===== config.mk =====
export PLATFORM = sky130hd
export DESIGN_NAME = async_ack_tracking_buffer
export DESIGN_NICKNAME = d
export VERILOG_FILES = /design/src/design/ack_buf_pkg.sv /design/src/design/async_ack_tracking_buffer.sv
export VERILOG_INCLUDE_DIRS = /design/src /design/src/design
export SDC_FILE = /design/constraint.sdc
export NUM_CORES = 1
export LEC_CHECK = 0
export ABC_AREA = 1
export BUFFER_PORTS_ARGS = -buffer_cell sky130_fd_sc_hd__buf_2
export CELL_PAD_IN_SITES_DETAIL_PLACEMENT = 2
export CELL_PAD_IN_SITES_GLOBAL_PLACEMENT = 2
export CORE_AREA = 5 5 151 153
export DETAILED_ROUTE_END_ITERATION = 6
export DIE_AREA = 0 0 156 158
export PLACE_DENSITY_LB_ADDON = 0.1
export SETUP_SLACK_MARGIN = 0.5
export SYNTH_ARGS = -nofsm -noshare
export SYNTH_HDL_FRONTEND = slang
export SYNTH_SLANG_ARGS = --single-unit

===== constraint.sdc =====
create_clock -name I_REF_CLK -period 6.4 [get_ports I_REF_CLK]
set_clock_uncertainty 0.15 [all_clocks]
set_input_delay 1.92 -clock I_REF_CLK [delete_from_list [all_inputs] [get_ports I_REF_CLK]]
set_output_delay 1.92 -clock I_REF_CLK [all_outputs]
set_load 0.1 [all_outputs]

===== src/design/ack_buf_cfg.svh =====
// Behaviour
// - keep ack results of the earliest six unread transmitted async packets
// - each entry is one 32-bit word with ack, node, tag, tcode, tally
// - next entry appears only after both 16-bit halves were read
// - bits 27:24 hold ack code from receiver or local transmitter
// - stream and broadcast packets record complete code 0001b
// - bit 28 is the error flag, forming a five-bit result
// - accepted/busy results: 0_0001, 0_0010, 0_0100, 0_0101, 0_0110
// - rejection results: 0_1011, 0_1100, 0_1101, 0_1110, 0_1111
// - subaction gap before any ack records 1_0000
// - bad tcode records 1_0001 and flushes transmit buffer when enabled
// - bad format records 1_0010; unclassified error records 1_0011
// - bits 15:8 copy bits 15:8 of the packet's first word
// - tally starts at zero, rises per loaded ack, saturates at six
// - a read of the empty buffer returns all zeros
// - when six entries are held further results are discarded
// - bits 21:16 hold destination node; not valid for streams
// - missing or unverified ack sets error flag; tally still counts
// - busy acks load only after the busy retry limit expired
// - non-busy ack during automatic retry loads normally
`ifndef ACK_BUF_CFG_SVH
`define ACK_BUF_CFG_SVH

`define ACK_DEPTH        6
`define OFF_TX_ACK_STAT  12'h204
`define OFF_TX_PATH_CFG  12'h208
`define CFG_FLUSH_BIT    0
`define RES_COMPLETE     5'h01
`define RES_PENDING      5'h02
`define RES_BUSY_X       5'h04
`define RES_BUSY_A       5'h05
`define RES_BUSY_B       5'h06
`define RES_BUSY_TARDY   5'h0b
`define RES_CONFLICT     5'h0c
`define RES_DATA_ERR     5'h0d
`define RES_TYPE_ERR     5'h0e
`define RES_ADDR_ERR     5'h0f
`define RES_NO_REPLY     5'h10
`define RES_BAD_TCODE    5'h11
`define RES_BAD_FORMAT   5'h12
`define RES_UNCLASSIFIED 5'h13
`define ERR_BIT          28
`define CODE_HI          27
`define CODE_LO          24
`define NODE_HI          21
`define NODE_LO          16
`define TAG_HI           15
`define TAG_LO           8
`define TCODE_HI         7
`define TCODE_LO         4
`define TALLY_HI         2
`define TALLY_LO         0
`define RESP_OKAY        2'b00
`define RESP_SLVERR      2'b10

`endif


===== src/design/ack_buf_pkg.sv =====
package ack_buf_pkg;
  typedef enum logic [1:0] {
    EV_ACK         = 2'b00,
    EV_NO_REPLY    = 2'b01,
    EV_BAD_TCODE   = 2'b10,
    EV_BAD_FORMAT  = 2'b11
  } tx_event_e;
  typedef enum logic [1:0] {
    HALF_NONE = 2'b00,
    HALF_LO   = 2'b01,
    HALF_HI   = 2'b10,
    HALF_BOTH = 2'b11
  } half_e;
endpackage


===== src/design/async_ack_tracking_buffer.sv =====
// The implementer's own choice: the AXI4-Lite slave port.
`timescale 1ns/100ps
`include "ack_buf_cfg.svh"

module async_ack_tracking_buffer #(
  parameter int DEPTH = `ACK_DEPTH
) (
  input  wire logic        I_REF_CLK,
  input  wire logic        I_ARST_N,
  // completion of one transmitted packet
  input  wire logic        I_TX_DONE,
  input  wire logic [1:0]  I_TX_EVENT,
  input  wire logic [3:0]  I_ACK_CODE,
  input  wire logic        I_ACK_BAD,
  input  wire logic        I_NO_ACK_EXPECTED,
  input  wire logic        I_RETRY_EXPIRED,
  input  wire logic [5:0]  I_TARGET_NODE,
  input  wire logic [7:0]  I_PACKET_TAG,
  input  wire logic [3:0]  I_TCODE,
  // axi4-lite slave
  input  wire logic [11:0] I_AWADDR,
  input  wire logic        I_AWVALID,
  output logic             O_AWREADY,
  input  wire logic [31:0] I_WDATA,
  input  wire logic [3:0]  I_WSTRB,
  input  wire logic        I_WVALID,
  output logic             O_WREADY,
  output logic [1:0]       O_BRESP,
  output logic             O_BVALID,
  input  wire logic        I_BREADY,
  input  wire logic [11:0] I_ARADDR,
  input  wire logic        I_ARVALID,
  output logic             O_ARREADY,
  output logic [31:0]      O_RDATA,
  output logic [1:0]       O_RRESP,
  output logic             O_RVALID,
  input  wire logic        I_RREADY,
  output logic             O_TX_FLUSH
);

  // ******************************************************************
  // result encoding
  // ******************************************************************
  function automatic logic is_busy(input logic [4:0] r);
    is_busy = (r == `RES_BUSY_X) || (r == `RES_BUSY_A) ||
              (r == `RES_BUSY_B);
  endfunction

  function automatic logic [4:0] result_of(
    input logic [1:0] ev, input logic [3:0] code,
    input logic bad, input logic noack);
    unique case (ack_buf_pkg::tx_event_e'(ev))
      ack_buf_pkg::EV_ACK:
        if (noack)
          result_of = `RES_COMPLETE;
        else if (bad)
          result_of = `RES_UNCLASSIFIED;
        else
          result_of = {1'b0, code};
      ack_buf_pkg::EV_NO_REPLY:   result_of = `RES_NO_REPLY;
      ack_buf_pkg::EV_BAD_TCODE:  result_of = `RES_BAD_TCODE;
      ack_buf_pkg::EV_BAD_FORMAT: result_of = `RES_BAD_FORMAT;
    endcase
  endfunction

  // ******************************************************************
  // storage
  // ******************************************************************
  logic [27:0] entry_reg [DEPTH];
  logic [2:0]  rd_ptr_reg;
  logic [2:0]  wr_ptr_reg;
  logic [2:0]  tally_reg;
  logic [2:0]  tally_next;
  logic [1:0]  half_reg;
  logic        cfg_flush_reg;
  logic [4:0]  result;
  logic        load;
  logic        pop;

  function automatic logic [2:0] wrap_inc(input logic [2:0] p);
    wrap_inc = (p == 3'(DEPTH - 1)) ? 3'h0 : p + 3'h1;
  endfunction

  assign result = result_of(I_TX_EVENT, I_ACK_CODE, I_ACK_BAD,
                            I_NO_ACK_EXPECTED);
  // busy answers wait for the retry limit so they cannot flood the buffer
  assign load = I_TX_DONE &&
                (!is_busy(result) || I_RETRY_EXPIRED) &&
                (tally_reg != 3'(DEPTH));
  assign pop  = (half_reg == ack_buf_pkg::HALF_BOTH) &&
                (tally_reg != 3'h0);

  always_comb begin
    tally_next = tally_reg;
    if (load && !pop)
      tally_next = tally_reg + 3'h1;
    else if (pop && !load)
      tally_next = tally_reg - 3'h1;
  end

  always_ff @(posedge I_REF_CLK or negedge I_ARST_N) begin
    if (!I_ARST_N) begin
      tally_reg  <= 3'h0;
      rd_ptr_reg <= 3'h0;
      wr_ptr_reg <= 3'h0;
    end else begin
      tally_reg <= tally_next;
      if (load)
        wr_ptr_reg <= wrap_inc(wr_ptr_reg);
      if (pop)
        rd_ptr_reg <= wrap_inc(rd_ptr_reg);
    end
  end

  // entry words carry no reset; the tally guards reading stale slots
  always_ff @(posedge I_REF_CLK) begin
    if (load)
      entry_reg[wr_ptr_reg] <= {result, 2'h0, I_TARGET_NODE,
                                I_PACKET_TAG, I_TCODE, 3'h0};
  end

  // ******************************************************************
  // status word
  // ******************************************************************
  function automatic logic [31:0] status_word(
    input logic [27:0] e, input logic [2:0] n);
    status_word = 32'h0;
    if (n != 3'h0) begin
      status_word[`ERR_BIT:`CODE_LO]  = e[27:23];
      status_word[`NODE_HI:`NODE_LO]  = e[20:15];
      status_word[`TAG_HI:`TAG_LO]    = e[14:7];
      status_word[`TCODE_HI:`TCODE_LO] = e[6:3];
      status_word[`TALLY_HI:`TALLY_LO] = n;
    end
  endfunction
  // entry bits: [27:23] result, [22:21] pad, [20:15] node, [14:7] tag,
  // [6:3] tcode; bits [2:0] unused and kept zero

  // ******************************************************************
  // axi4-lite slave
  // ******************************************************************
  logic aw_held_reg;
  logic w_held_reg;
  logic [11:0] awaddr_reg;
  logic [31:0] wdata_reg;
  logic [3:0]  wstrb_reg;
  logic do_write;
  logic do_read;
  logic [3:0] rd_strb;

  assign do_write = aw_held_reg && w_held_reg && !O_BVALID;
  assign do_read  = I_ARVALID && O_ARREADY;
  // a 16-bit half counts when its two byte lanes are read; axi reads have
  // no strobe, so a full word read counts as both halves at once
  assign rd_strb  = (I_ARADDR[1:0] == 2'b10) ? 4'b1100 : 4'b1111;

  always_ff @(posedge I_REF_CLK or negedge I_ARST_N) begin
    if (!I_ARST_N) begin
      aw_held_reg <= 1'b0;
      awaddr_reg  <= 12'h0;
      O_AWREADY   <= 1'b0;
    end else begin
      O_AWREADY <= !aw_held_reg && !O_AWREADY && I_AWVALID;
      if (I_AWVALID && O_AWREADY) begin
        aw_held_reg <= 1'b1;
        awaddr_reg  <= I_AWADDR;
      end else if (do_write)
        aw_held_reg <= 1'b0;
    end
  end

  always_ff @(posedge I_REF_CLK or negedge I_ARST_N) begin
    if (!I_ARST_N) begin
      w_held_reg <= 1'b0;
      wdata_reg  <= 32'h0;
      wstrb_reg  <= 4'h0;
      O_WREADY   <= 1'b0;
    end else begin
      O_WREADY <= !w_held_reg && !O_WREADY && I_WVALID;
      if (I_WVALID && O_WREADY) begin
        w_held_reg <= 1'b1;
        wdata_reg  <= I_WDATA;
        wstrb_reg  <= I_WSTRB;
      end else if (do_write)
        w_held_reg <= 1'b0;
    end
  end

  always_ff @(posedge I_REF_CLK or negedge I_ARST_N) begin
    if (!I_ARST_N) begin
      O_BVALID      <= 1'b0;
      O_BRESP       <= `RESP_OKAY;
      cfg_flush_reg <= 1'b0;
    end else begin
      if (do_write) begin
        O_BVALID <= 1'b1;
        O_BRESP  <= `RESP_OKAY;
        if (awaddr_reg[11:2] == `OFF_TX_PATH_CFG >> 2) begin
          if (wstrb_reg[0])
            cfg_flush_reg <= wdata_reg[`CFG_FLUSH_BIT];
        end else if (awaddr_reg[11:2] != `OFF_TX_ACK_STAT >> 2)
          O_BRESP <= `RESP_SLVERR;
      end else if (O_BVALID && I_BREADY)
        O_BVALID <= 1'b0;
    end
  end

  // flush pulse toward the transmit buffer on a bad tcode
  always_ff @(posedge I_REF_CLK or negedge I_ARST_N) begin
    if (!I_ARST_N)
      O_TX_FLUSH <= 1'b0;
    else
      O_TX_FLUSH <= I_TX_DONE && cfg_flush_reg &&
                    (result == `RES_BAD_TCODE);
  end

  always_ff @(posedge I_REF_CLK or negedge I_ARST_N) begin
    if (!I_ARST_N) begin
      O_ARREADY <= 1'b0;
      O_RVALID  <= 1'b0;
      O_RDATA   <= 32'h0;
      O_RRESP   <= `RESP_OKAY;
    end else begin
      O_ARREADY <= !O_ARREADY && !O_RVALID && I_ARVALID;
      if (do_read) begin
        O_RVALID <= 1'b1;
        O_RRESP  <= `RESP_OKAY;
        O_RDATA  <= 32'h0;
        if (I_ARADDR[11:2] == `OFF_TX_ACK_STAT >> 2)
          O_RDATA <= status_word(entry_reg[rd_ptr_reg], tally_reg);
        else if (I_ARADDR[11:2] == `OFF_TX_PATH_CFG >> 2)
          O_RDATA <= {31'h0, cfg_flush_reg};
        else
          O_RRESP <= `RESP_SLVERR;
      end else if (O_RVALID && I_RREADY)
        O_RVALID <= 1'b0;
    end
  end

  // half tracking: both halves must be seen before the entry advances
  always_ff @(posedge I_REF_CLK or negedge I_ARST_N) begin
    if (!I_ARST_N)
      half_reg <= ack_buf_pkg::HALF_NONE;
    else if (pop || tally_reg == 3'h0)
      half_reg <= ack_buf_pkg::HALF_NONE;
    else if (do_read && I_ARADDR[11:2] == `OFF_TX_ACK_STAT >> 2)
      half_reg <= half_reg | {rd_strb[3], rd_strb[0]};
  end
endmodule


==> flow_summary.yaml <==
detailed_routing:
  dr.pass1.iters: 4
  num_vias: 5667
  drc: 0
  wl_per_cell_um: 20.50
  drt-total-wl_um: 22740
  ant_nets: 0
  viasPerCell: 5.110
  drt_iter0_markers: 282
cts:
  path_clk_slew_ps: 70
  postCtsSetupRepairBufs: 0
  clock-sinks: 198
  hold_buffers: 0
  cts_tree: "built"
  clock_path_buffers: 2
  h-tree-depth: 4
  worstSkewPairLatency_ps: 440
  cts_root_buffer: "clkbuf_16"
  cts_buffers: 17
  cts_resized: 0
final_layout:
  largest_register_ffs: 138
  area_delta_synth_final_pct: 16.08
  fillers: 2279
  fin_nets: 912
  drive_gt1_share_pct: 20.65
worst_setup_path:
  crit_path_start_kind: "primary input"
  regToRegSetupSlack_ps: 3440
  crit_arrival_ps: 4340
  r2r-end: "tally_reg[2]"
  crit_fanout: 10
  cp-end-kind: "register"
  rr_worst_depth: 9
  r2r-start: "tally_reg[0]"
  crit_type: "primary input to register"
  required_ps: 6570
place:
  dp.final_hpwl_um: 13930
  numPortBuffers: 92
  finalWeightedCongestion: 0.7464
pwr:
  ir_worst_vdd_mv: 0.1746
  power.leakage_nw: 4.003
  p_total_mw: 3.399
  powerDensity_nw_per_um2: 360.4
yosys:
  synth.cell_area_um2: 8124
  synth_top_family_by_area: "simple AND/OR/NAND/NOR gates"
  synth_fa_ha_area_share_pct: 0.4004
  synth-seq-cells: 198
  synth_compound_area_share_pct: 5.190
  netlist_instances: 728
  yosys.cell_types.count: 33
  yosys.area_share.simple_pct: 19.74
  synthMuxAreaShare_pct: 0.4158
  synth_xor_area_share_pct: 0.2156
  syn_avg_cell_area_um2: 11.16
  ys_seq_area_share_pct: 69.49
  yosys_warnings: 0
die:
  initial_core_util_pct: 37.93
  die_w_um: 156
  die_area_um2: 24650
  io_pins: 137
  num_rows: 54
  core_area_um2: 21420
  die_y_um: 158
hold_path:
  min_delay_path_depth: 1
  hold_start: "O_ARREADY"
  min_to: "O_ARREADY"
  worstHoldPathType: "register to register"
timing:
  hold_viol: 0
  tightest_slew_ps: 1023
  slew_headroom_pct: 31.68
  timing.final.crit_share_pct: 65.25
  finalSetupViolations: 0
  rsz0062_at_grt: "no"
  whs_ps: 302.0
  drv_slew: 0
  setup_tns_ps: 0
  fmax_mhz: 239.5
  min_period_ps: 4176
run_status:
  outcome: "completed"
grt:
  grt_pass1_wl_um: 35750
  antenna_found_initial: 1
  grt_overflow: 0
  grt_pass1_vias: 6425
  grtUsageTotal_pct: 19.23
  grt_max_degree: 50
flow_run:
  cap_violations: 0
## cell usage after synthesis
master | n | share of area [%]
nand2_1 | 185 | 8.5
edfxtp_1 | 138 | 51
nor2_1 | 83 | 3.8
nand3_1 | 66 | 4.1
dfrtp_1 | 60 | 18
inv_1 | 36 | 1.7
o21ai_0 | 24 | 1.5
or2_2 | 24 | 1.8
o211ai_1 | 23 | 2.1
buf_2 | 16 | 0.99
a21oi_1 | 13 | 0.80
buf_4 | 9 | 0.83
o21ai_1 | 9 | 0.55
clkbuf_1 | 7 | 0.32
buf_6 | 4 | 0.55
nand4_1 | 4 | 0.31
mux2_2 | 3 | 0.42
nor2_2 | 3 | 0.23
nor3_1 | 3 | 0.18
nor3b_1 | 3 | 0.28
inv_2 | 2 | 0.092
o22ai_1 | 2 | 0.15
a31oi_1 | 1 | 0.077
and3_1 | 1 | 0.077
buf_1 | 1 | 0.046
conb_1 | 1 | 0.046
fa_1 | 1 | 0.25
ha_1 | 1 | 0.15
nand2_2 | 1 | 0.077
nand3b_1 | 1 | 0.092
nor3_4 | 1 | 0.20
xnor2_1 | 1 | 0.11
xor2_1 | 1 | 0.11
## layer usage
layer / vias to the layer above / wire length (µm) / GRT usage (%)
met5: - / 0 / 0
met4: 0 / 324 / 5.169
met3: 23 / 711 / 3.636
met2: 91 / 12430 / 36.09
met1: 2918 / 9277 / 22.50
li1: 2635 / - / -
## logic make-up (layout without fill, tap and decap cells)
| logic type | Yosys count | count (layout) |
|---|---|---|
| AO/OA/AOI/OAI | 72 | 72 |
| XOR/XNOR | 2 | 2 |
| adder cells (fa/ha/maj) | 2 | 2 |
| AND/OR/NAND/NOR | 375 | 375 |
| flip-flops | 198 | 198 |
| buffers and inverters | 75 | 168 |
| other | 1 | 9 |
| multiplexers | 3 | 3 |
## stage by stage
step | cell area [µm²] | setup slack [ps] | util (%) | instances
after floorplan | 8150 | 2228 | - | 735
after global placement | 8833 | 1900 | 41.24 | 1076
after detailed placement | 8833 | 1778 | 41.24 | 1076
after CTS | 9428 | 2246 | 44.02 | 1108
after global routing | 9430 | 1995 | 44.03 | 1109
final | 9430 | 2224 | 44.03 | 1109
## worst max path at each step
stage               cells past startpoint     startpoint  slack, ps               to
floorplan                               6  I_TX_EVENT[1]       2230  entry_reg[0][0]
global placement                       13  I_TX_EVENT[1]       1900     tally_reg[2]
detailed placement                     13  I_TX_EVENT[1]       1780     tally_reg[2]
CTS                                    13  I_TX_EVENT[1]       2250     tally_reg[2]
global route                           13  I_TX_EVENT[1]       1990     tally_reg[2]
finish                                 13  I_TX_EVENT[1]       2220     tally_reg[2]
## critical path, cell delays in order
cell     delay [ps]
buf_2           110
nor2_1           50
a21oi_1         480
nand2_1         110
nand3_1         220
nand2_2         290
inv_1           130
ha_1            150
inv_1            70
fa_1            380
a21oi_1         140
o21ai_0         120
xor2_1          160
## cell usage in the layout (no fill, tap or decap), types with 4 or more instances in the layout
| cell type | Yosys | routed |
|---|---|---|
| a21oi_1 | 13 | 13 |
| buf_2 | 16 | 92 |
| buf_4 | 9 | 6 |
| clkbuf_16 | 0 | 17 |
| conb_1 | 1 | 8 |
| dfrtp_1 | 60 | 60 |
| edfxtp_1 | 138 | 138 |
| inv_1 | 36 | 35 |
| inv_6 | 0 | 6 |
| nand2_1 | 185 | 185 |
| nand3_1 | 66 | 65 |
| nand4_1 | 4 | 4 |
| nor2_1 | 83 | 77 |
| nor2_4 | 0 | 6 |
| o211ai_1 | 23 | 23 |
| o21ai_0 | 24 | 24 |
| o21ai_1 | 9 | 9 |
| or2_2 | 24 | 24 |
## layout make-up
type / count / area, µm² / share of cell area [%]
timing repair buffer: 98 / 505.5 / 5.360
sequential: 198 / 5645 / 59.86
antenna: 1 / 2.502 / 0.02654
tap: 280 / 350.3 / 3.715
multi-input combinational: 462 / 2190 / 23.22
clock buffer: 18 / 429.2 / 4.551
inverter: 38 / 142.6 / 1.513
clock inverter: 14 / 165.2 / 1.751
## power by group
| group | internal, mW | switching [mW] |
|---|---|---|
| Combinational | 0.151 | 0.474 |
| Sequential | 1.59 | 0.0853 |
| Clock | 0.588 | 0.508 |
| Total | 2.33 | 1.07 |
No activity file was read; power rests on OpenSTA's default activity.
